<file path="config.mk">
export PLATFORM = sky130hd
export DESIGN_NAME = asrc_ctrl
export DESIGN_NICKNAME = d
export VERILOG_FILES = /design/src/asrc_pkg.sv /design/src/asrc_ctrl.sv /design/src/asrc_timer.sv
export SDC_FILE = /design/constraint.sdc
export NUM_CORES = 1
export LEC_CHECK = 0
export BUFFER_PORTS_ARGS = -buffer_cell sky130_fd_sc_hd__buf_4
export CAP_MARGIN = 10
export CORE_ASPECT_RATIO = 0.7
export CORE_MARGIN = 2
export CORE_UTILIZATION = 50
export DETAILED_ROUTE_END_ITERATION = 12
export GPL_TIMING_DRIVEN = 0
export PLACE_DENSITY = 0.79
export SYNTH_ARGS = -nofsm -noshare
export SYNTH_HDL_FRONTEND = slang
export SYNTH_SLANG_ARGS = --single-unit
</file>
<file path="constraint.sdc">
create_clock -name core_clk -period 2.7 [get_ports core_clk]
set_input_delay 0.27 -clock core_clk [delete_from_list [all_inputs] [get_ports core_clk]]
set_output_delay 0.27 -clock core_clk [all_outputs]
set_load 0.02 [all_outputs]
</file>
<file path="src/asrc_pkg.sv">
package asrc_pkg;

  // ****************************************************************
  // Clock and geometry
  // ****************************************************************
  localparam int CLK_PERIOD_NS = 50;
  localparam int ADDR_W = 24;

  // ****************************************************************
  // Device timing figures, slow grade, in ns
  // ****************************************************************
  localparam int T_RC_NS = 17;
  localparam int T_AA_NS = 17;
  localparam int T_ACS_NS = 17;
  localparam int T_OE_NS = 8;
  localparam int T_CHZ_NS = 8;
  localparam int T_OHZ_NS = 8;
  localparam int T_WC_NS = 17;
  localparam int T_CW_NS = 11;
  localparam int T_AW_NS = 11;
  localparam int T_WP_NS = 11;
  localparam int T_DW_NS = 8;
  localparam int T_WR_NS = 1;

  // ****************************************************************
  // Cycle counts: least times round up, never below one
  // ****************************************************************
  localparam int RD_ACC_NS = (T_AA_NS > T_ACS_NS) ? T_AA_NS : T_ACS_NS;
  localparam int RD_ACC_CYC =
    (RD_ACC_NS + CLK_PERIOD_NS - 1) / CLK_PERIOD_NS;
  localparam int WR_PULSE_NS = (T_WP_NS > T_CW_NS) ? T_WP_NS : T_CW_NS;
  localparam int WR_PULSE_CYC =
    (WR_PULSE_NS + CLK_PERIOD_NS - 1) / CLK_PERIOD_NS;
  localparam int RELEASE_NS = (T_CHZ_NS > T_OHZ_NS) ? T_CHZ_NS : T_OHZ_NS;
  localparam int RELEASE_CYC =
    (RELEASE_NS + CLK_PERIOD_NS - 1) / CLK_PERIOD_NS;
  localparam int RECOV_CYC = (T_WR_NS + CLK_PERIOD_NS - 1) / CLK_PERIOD_NS;
  localparam int CNT_W = 4;

  // ****************************************************************
  // Controller states
  // ****************************************************************
  typedef enum logic [5:0] {
    ASRC_IDLE  = 6'h01,
    ASRC_RSET  = 6'h02,
    ASRC_RACC  = 6'h04,
    ASRC_WPUL  = 6'h08,
    ASRC_WREC  = 6'h10,
    ASRC_GAP   = 6'h20
  } asrc_state_t;

endpackage

</file>
<file path="src/asrc_ctrl.sv">
`timescale 1ns/1ps
// Operation
// Device stores input bit only during overlap of select low and strobe low.
// Device output is high impedance whenever the write strobe is low.
// Select low with strobe high makes the device read the addressed bit.
// Hold output gate high when output must float with select low, strobe high.
// Keep write strobe high throughout every read cycle.
// Address is valid no later than select falls in a read.
// Select or strobe stays high while address changes during writes.
// Never drive data pins against the device output, including release time.
// Old output held 3 ns after address change; new data within access time.
// After select falls, output active no sooner than 3 ns, data by access.
// After output gate falls, data valid within 7 or 8 ns.
// After select rises, output floats within 7 or 8 ns.
// After output gate rises, output floats within 7 or 8 ns.
// Address, select and strobe held 10 or 11 ns before write end.
// Input data valid 7 or 8 ns before write end, held 0 ns after.
// After strobe falls, device output floats within 7 or 8 ns.
// After write end, device output stays off at least 3 ns.
// Space cycles by cycle time; keep address stable briefly after write.
// Select low, gate and strobe high: device output floats.
// Each access picks one of 16M bits through 24 address lines.
module asrc_ctrl (
  // Clock and reset
  input wire logic core_clk,
  input wire logic reset_n,
  // User request
  input wire logic req_valid,
  input wire logic req_write,
  input wire logic [asrc_pkg::ADDR_W-1:0] req_addr,
  input wire logic req_wdata,
  output logic req_ready,
  // User answer
  output logic rsp_valid,
  output logic rsp_rdata,
  // Memory pins
  output logic [asrc_pkg::ADDR_W-1:0] word_address,
  output logic sram_cs_n,
  output logic sram_we_n,
  output logic sram_oe_n,
  output logic sram_din,
  input wire logic sram_dout
);

  asrc_pkg::asrc_state_t state_ff;
  asrc_pkg::asrc_state_t nxt_state;
  logic [asrc_pkg::ADDR_W-1:0] addr_ff;
  logic wdata_ff;
  logic write_ff;
  logic cs_n_ff;
  logic we_n_ff;
  logic oe_n_ff;
  logic rsp_valid_ff;
  logic rdata_ff;
  logic dout_meta_ff;
  logic dout_sync_ff;
  logic tmr_load;
  logic [asrc_pkg::CNT_W-1:0] tmr_val;
  logic tmr_done;

  // ****************************************************************
  // Phase timer
  // ****************************************************************
  asrc_timer u_timer (
    .core_clk(core_clk),
    .reset_n(reset_n),
    .load(tmr_load),
    .load_val(tmr_val),
    .done(tmr_done)
  );

  // ****************************************************************
  // Sequencer
  // ****************************************************************
  // Next state and phase timer loads
  always_comb begin
    nxt_state = state_ff;
    tmr_load = 1'b0;
    tmr_val = '0;
    case (state_ff)
      asrc_pkg::ASRC_IDLE: begin
        if (req_valid) begin
          // Address settles one cycle before any strobe falls
          nxt_state = asrc_pkg::ASRC_RSET;
        end
      end
      asrc_pkg::ASRC_RSET: begin
        tmr_load = 1'b1;
        if (write_ff) begin
          nxt_state = asrc_pkg::ASRC_WPUL;
          tmr_val = asrc_pkg::CNT_W'(asrc_pkg::WR_PULSE_CYC);
        end else begin
          // Access plus two synchroniser stages before sampling
          nxt_state = asrc_pkg::ASRC_RACC;
          tmr_val = asrc_pkg::CNT_W'(asrc_pkg::RD_ACC_CYC + 2);
        end
      end
      asrc_pkg::ASRC_RACC: begin
        if (tmr_done) begin
          nxt_state = asrc_pkg::ASRC_GAP;
          tmr_load = 1'b1;
          tmr_val = asrc_pkg::CNT_W'(asrc_pkg::RELEASE_CYC);
        end
      end
      asrc_pkg::ASRC_WPUL: begin
        if (tmr_done) begin
          nxt_state = asrc_pkg::ASRC_WREC;
          tmr_load = 1'b1;
          tmr_val = asrc_pkg::CNT_W'(asrc_pkg::RECOV_CYC);
        end
      end
      asrc_pkg::ASRC_WREC: begin
        if (tmr_done) begin
          nxt_state = asrc_pkg::ASRC_IDLE;
        end
      end
      asrc_pkg::ASRC_GAP: begin
        if (tmr_done) begin
          nxt_state = asrc_pkg::ASRC_IDLE;
        end
      end
      default: begin
        nxt_state = asrc_pkg::ASRC_IDLE;
      end
    endcase
  end

  // State register
  always_ff @(posedge core_clk or negedge reset_n) begin
    if (!reset_n) begin
      state_ff <= asrc_pkg::ASRC_IDLE;
    end else begin
      state_ff <= nxt_state;
    end
  end

  // Request accepted only in idle
  assign req_ready = (state_ff == asrc_pkg::ASRC_IDLE);

  // ****************************************************************
  // Address and write data
  // ****************************************************************
  // Latched on acceptance, stable until the next request
  always_ff @(posedge core_clk or negedge reset_n) begin
    if (!reset_n) begin
      addr_ff <= '0;
      wdata_ff <= 1'b0;
      write_ff <= 1'b0;
    end else if (req_valid && req_ready) begin
      addr_ff <= req_addr;
      wdata_ff <= req_wdata;
      write_ff <= req_write;
    end
  end

  // ****************************************************************
  // Strobes
  // ****************************************************************
  // Select low during access and write pulse only
  always_ff @(posedge core_clk or negedge reset_n) begin
    if (!reset_n) begin
      cs_n_ff <= 1'b1;
    end else begin
      cs_n_ff <= !((nxt_state == asrc_pkg::ASRC_RACC) ||
                   (nxt_state == asrc_pkg::ASRC_WPUL));
    end
  end

  // Write strobe low only for the write pulse
  always_ff @(posedge core_clk or negedge reset_n) begin
    if (!reset_n) begin
      we_n_ff <= 1'b1;
    end else begin
      we_n_ff <= (nxt_state != asrc_pkg::ASRC_WPUL);
    end
  end

  // Output gate low only while reading, high otherwise
  always_ff @(posedge core_clk or negedge reset_n) begin
    if (!reset_n) begin
      oe_n_ff <= 1'b1;
    end else begin
      oe_n_ff <= (nxt_state != asrc_pkg::ASRC_RACC);
    end
  end

  assign word_address = addr_ff;
  assign sram_cs_n = cs_n_ff;
  assign sram_we_n = we_n_ff;
  assign sram_oe_n = oe_n_ff;
  // Separate input pin, never driven against the output pin
  assign sram_din = wdata_ff;

  // ****************************************************************
  // Read data capture
  // ****************************************************************
  // Two-stage synchroniser for the data output pin
  always_ff @(posedge core_clk or negedge reset_n) begin
    if (!reset_n) begin
      dout_meta_ff <= 1'b0;
      dout_sync_ff <= 1'b0;
    end else begin
      dout_meta_ff <= sram_dout;
      dout_sync_ff <= dout_meta_ff;
    end
  end

  // Sample at end of access, answer for one cycle
  always_ff @(posedge core_clk or negedge reset_n) begin
    if (!reset_n) begin
      rsp_valid_ff <= 1'b0;
      rdata_ff <= 1'b0;
    end else begin
      rsp_valid_ff <= (state_ff == asrc_pkg::ASRC_RACC) && tmr_done;
      if ((state_ff == asrc_pkg::ASRC_RACC) && tmr_done) begin
        rdata_ff <= dout_sync_ff;
      end
    end
  end

  assign rsp_valid = rsp_valid_ff;
  assign rsp_rdata = rdata_ff;

endmodule

</file>
<file path="src/asrc_timer.sv">
`timescale 1ns/1ps
// Down counter for phase lengths
module asrc_timer (
  // Clock and reset
  input wire logic core_clk,
  input wire logic reset_n,
  // Control
  input wire logic load,
  input wire logic [asrc_pkg::CNT_W-1:0] load_val,
  // Status
  output logic done
);

  logic [asrc_pkg::CNT_W-1:0] cnt_ff;

  // ****************************************************************
  // Counter
  // ****************************************************************
  // Load wins, else count down to zero
  always_ff @(posedge core_clk or negedge reset_n) begin
    if (!reset_n) begin
      cnt_ff <= '0;
    end else if (load) begin
      cnt_ff <= load_val;
    end else if (cnt_ff != '0) begin
      cnt_ff <= cnt_ff - 1'b1;
    end
  end

  // Expired when the count reaches one or less
  // Count alone decides, so a load taken on done forms no loop
  assign done = (cnt_ff <= {{(asrc_pkg::CNT_W-1){1'b0}}, 1'b1});

endmodule

</file>
After elaboration in Yosys (flattened, before gate mapping)
Index checks and enable logic that the tools add are counted.
{ "totals": {"latch_bits": 0, "elab_cells": 45, "mem_bits_rw": 0, "regBits": 43, "mem_bits_ro": 0, "memories": 0, "inputBits": 30} }
{ "classes": {"eq_ne": 10, "shift": 0, "magnitude_cmp": 1, "reduce_logical": 8, "bitwise_logic": 0, "div_mod_pow": 0, "addsub": 1, "muxes": 13, "multipliers": 0} }
{ "ops": {"columns": ["op", "n"], "rows": [
  ["6-bit one-hot mux with 5 select lines", 1],
  ["6-bit two-way mux", 4],
  ["6-bit by 3-bit == test with 1-bit output (second input constant)", 2],
  ["6-bit by 4-bit == test with 1-bit output (second input constant)", 2],
  ["4-bit two-way mux", 3],
  ["4-bit one-hot mux with 2 select lines", 1],
  ["6-bit by 1-bit == test with 1-bit output (second input constant)", 1],
  ["6-bit by 2-bit == test with 1-bit output (second input constant)", 1],
  ["6-bit by 5-bit == test with 1-bit output (second input constant)", 1],
  ["6-bit == test (second input constant)", 1],
  ["6-bit by 3-bit inequality test with 1-bit output (second input constant)", 1],
  ["6-bit by 4-bit inequality test with 1-bit output (second input constant)", 1],
  ["4-bit by 1-bit less-or-equal comparator with 1-bit output (second input constant)", 1],
  ["4-bit nonzero test", 1],
  ["2-bit OR reduction", 2],
  ["4-bit by 1-bit subtractor with 4-bit output (second input constant)", 1],
  ["1-bit logical AND", 2],
  ["1-bit two-way mux", 2],
  ["2-bit two-way mux", 1],
  ["1-bit one-hot mux with 2 select lines", 1],
  ["2-bit nonzero test", 1],
  ["1-bit logical NOT", 1],
  ["1-bit logical OR", 1]
]} }

Logic depth before layout (Yosys ltp)
{ "logic_depth": {"ltp_word": 6, "ltp_mapped": 6} }

Hierarchy
From an unflattened synthesis, not the netlist that was laid out.
{ "unflattened": {"hier_cells": 135, "area_unflattened_um2": 1908.1} }
{ "by_module_without_submodules": {"columns": ["mod", "area_per_inst_um2", "instances", "cells_each"], "rows": [
  ["asrc_ctrl", 1654.1, 1, 110],
  ["asrc_timer", 254.0, 1, 25]
]} }

Least setup slack after synthesis
No wires, ideal clock.
{ "synth_path": {"path_type": "register -> register", "startpoint": "reg state_ff[2]", "endpoint": "reg wdata_ff (netlist: sram_din)", "setup_time_ns": 0.125, "n_path_buf": 2, "stages_incl_launch_ff": 7, "period_less_slack_ns": 2.127, "required_ns": 2.575, "path_slack_ns": 0.573, "arrival_time_ns": 2.002, "path_cell_list": "dfrtp_1 -> buf_6 -> or4_4 -> nor3b_4 -> nand2_4 -> buf_6 -> mux2_4"} }
{ "synth_between": {"elab_chain_len": 2} }
{ "synth_lines": {"columns": ["element", "line", "source"], "rows": [
  ["start, declared", "asrc_ctrl.sv:45", "asrc_pkg::asrc_state_t state_ff;"],
  ["start signal, assigned", "asrc_ctrl.sv:131", "state_ff <= asrc_pkg::ASRC_IDLE;"],
  ["start signal, assigned", "asrc_ctrl.sv:133", "state_ff <= nxt_state;"],
  ["6-bit by 1-bit == test with 1-bit output", "asrc_ctrl.sv:138", "assign req_ready = (state_ff == asrc_pkg::ASRC_IDLE);"],
  ["named net req_ready", "asrc_ctrl.sv:32", "output logic req_ready,"],
  ["1-bit logical AND", "asrc_ctrl.sv:149", "end else if (req_valid && req_ready) begin"],
  ["end signal, assigned", "asrc_ctrl.sv:151", "wdata_ff <= req_wdata;"],
  ["end, declared", "asrc_ctrl.sv:48", "logic wdata_ff;"]
]} }
The timed path passes the listed nets, and every way through them passes these cells.
A chain may end at the register's enable or synchronous reset.

Final worst setup path
{ "layout_path": {"startpoint": "reg state_ff[2]", "endpoint": "reg addr_ff (netlist bit word_address[15])"} }
{ "layout_between": {"elab_chain_len": 2} }
{ "layout_lines": {"columns": ["element", "line", "source"], "rows": [
  ["6-bit by 1-bit == test with 1-bit output", "asrc_ctrl.sv:138", null],
  ["1-bit logical AND", "asrc_ctrl.sv:149", null],
  ["end signal, assigned", "asrc_ctrl.sv:150", "addr_ff <= req_addr;"],
  ["end, declared", "asrc_ctrl.sv:47", "logic [asrc_pkg::ADDR_W-1:0] addr_ff;"]
]} }
Every way passes these cells.

==> qor.yml <==
clock_tree:
  clock_sinks: 43
  clk_pin_slew_ns: 0.08
  tritoncts: "built"
  post_cts_buffers: 0
  clk_path_buf_depth: 2
  cts_resized: 0
  cts_made_buffers: 5
  clk_latency_ns: 0.29
  cts-htree-levels: 2
  cts_hold_buf: 1
  cts_root_buf: "clkbuf_8"
final_layout:
  layout_common_cells: "buf_4 (60), dfrtp_1 (39), mux2_4 (19)"
  area_delta_synth_final_pct: 32.82
  stdcell_count: 248
  final_area_mm2: 0.002486
  drive_gt1_frac: 0.5505
  nFillCells: 266
  n_antenna_cell: 0
  final_nets: 229
  final_common_cell: "buf_4"
logic_synthesis:
  synth-simple-area-share: 0.08690
  async_flop_share: 1.000
  muxShareOfSynthArea: 0.2066
  avgSynthCellArea_um2: 14.51
  synth_xor_area_frac: 0.01872
  mappedNetlistNets: 161
  synth_enable_flop_cells: 0
  ys_seq_area_frac: 0.5775
  syn_inst: 129
  synth_seq_cells: 43
  synth_top_family_by_area: "multiplexers"
  synth-compound-area-share: 0.06217
  synth_warnings: 0
  synth-main-ff-cell: "dfrtp_1"
  ys_types: 37
  netlist_area_mm2: 0.001872
  synth_fa_ha_area_frac: 0.01337
timing:
  worst_slew_pin_slew_ns: 0.5455
  fin_skew_ns: 0.008299
  drv_slew: 0
  clock.fmax_ghz: 0.4643
  setup_viol: 0
  setup_tns_ns: 0
  rsz0062_at_grt: "no"
  hold_viol_final: 0
  period_share: 0.7977
  hold_ws_ns: 0.08892
  slew_headroom: 0.6355
  min_period_ns: 2.154
drt:
  viasPerCell: 5.044
  wl_per_cell_um: 14.48
  drc: 0
  num_vias: 1251
  wl_um: 3592
  drtIter0Drc: 53
  antenna_left: 0
  dr.pass1.iters: 4
floorplan:
  die_w_um: 77.13
  dieArea_mm2: 0.004257
  die_y_um: 55.19
  core-area_mm2: 0.003558
  num_rows: 18
  initial_core_util: 0.5260
  io_pins: 61
setup_path:
  crit_top_cell: "buf_6"
  max_stage_delay_ns: 0.51
  start_kind: "flip-flop"
  cp_data_required_time_ns: 2.87
  arrival_ns: 2.32
  slowest_stage: "or4_4"
  path_max_fanout: 10
  path_class: "reg2reg"
  worstSetupEndpointType: "flip-flop"
  crit_chain: "buf_6 -> or4_4 -> nor3b_4 -> nand2_4 -> buf_6 -> mux2_4"
  r2r_cells: 6
grt:
  track_usage: 0.1835
  overflow: 0
  grt_max_degree: 44
  antenna_found_initial: 0
  grt_pass1_wl_um: 5844
  grt_pass1_vias: 1233
placed_design:
  place_congestion: 0.7615
  hpwlAfterDp_um: 2557
  place_area_mm2: 0.002385
  port_buffers: 60
  dp_cells: 239
worst_hold_path:
  min_path_cells: 1
  hold_path.class: "in2reg"
power:
  leakagePower_nw: 1.243
  vdd_ir_drop_max_uv: 708.7
  powerDensity_mw_per_mm2: 1229
run_status:
  status: "finished, final reports clean"
flow_run:
  maxCapViolCount: 0
[where the power goes]
part	switching, mW	leakage [nW]	internal, mW
clock network	0.200	0.0482	0.206
logic	0.734	0.678	0.804
registers	0.184	0.516	0.926
[registers in the layout (all words and copies together) (netlist names)]
signal	count
sram_oe_n	1
sram_din	1
rsp_valid	1
sram_cs_n	1
write_ff	1
dout_sync_ff	1
sram_we_n	1
word_address	24
rsp_rdata	1
u_timer.cnt_ff	4
state_ff	6
dout_meta_ff	1
[routing by layer]
layer  track usage  part of all wire  vias to the layer above
li1              -                 -                      592
met1        0.2369              0.45                      598
met2        0.2899              0.47                       56
met3       0.05844             0.073                        5
met4       0.08631             0.011                        0
met5             0                 0                        -
[through the flow]
stage | utilization | worst slack, ns | power, mW
6_report | 0.6987 | 0.5463 | 3.055
5_1_grt | 0.6987 | 0.4639 | 3.256
4_1_cts | 0.6987 | 0.5386 | 3.089
3_5_place_dp | 0.6702 | 0.5606 | 2.658
3_3_place_gp | 0.6702 | 0.6020 | 2.598
2_1_floorplan | - | 0.5725 | 2.115
[worst max-delay path: cells and delay by family, from the launching register on]
family	cells	cell delay [ns]
buffers and inverters	2	0.33
muxes	1	0.30
DFF	1	0.38
and+or+nand+nor	3	1.01
[cell usage after synthesis, types with 2 or more instances]
library cell	n	area share
mux2_2	9	0.054
xnor2_1	2	0.0094
nor3b_1	2	0.0080
dfstp_2	4	0.056
nor3_1	2	0.0053
nor2_1	5	0.010
ha_1	2	0.013
nand2_1	4	0.0080
dfrtp_1	39	0.52
a21oi_1	3	0.0080
mux2_4	19	0.15
or4_1	2	0.0080
buf_6	3	0.018
o21ai_0	3	0.0080
inv_1	6	0.012
o31ai_1	2	0.0080
xor2_1	2	0.0094
[final cells by class]
| type | instances | area, µm² | area share |
|---|---|---|---|
| flip-flops and latches | 43 | 1081 | 0.4348 |
| multi-input cells | 75 | 725.7 | 0.2919 |
| repair buffers | 61 | 460.4 | 0.1852 |
| clock buffers | 7 | 86.33 | 0.03473 |
| well taps | 50 | 62.56 | 0.02516 |
| plain buffers | 5 | 42.54 | 0.01711 |
| inverters | 6 | 22.52 | 0.009059 |
| clock inverters | 1 | 5.005 | 0.002013 |
[logic make-up after synthesis]
logic type	Yosys count
AO/OA/AOI/OAI	17
XOR/XNOR	4
adder cells (fa/ha/maj)	2
buffers and inverters	11
flip-flops	43
multiplexers	28
AND/OR/NAND/NOR	24
[worst paths after layout]
kind / start / end / slack, ns
hold reg to reg: dout_meta_ff / dout_sync_ff / 0.36
setup / recovery: state_ff[2] / word_address[15] / 0.55
min in group asynchronous: reset_n / state_ff[4] / 0.50
setup reg to reg: state_ff[2] / word_address[15] / 0.55
hold / removal: sram_dout / dout_meta_ff / 0.09
max in group asynchronous: reset_n / word_address[11] / 1.83
(Power assumes the default switching activity.)
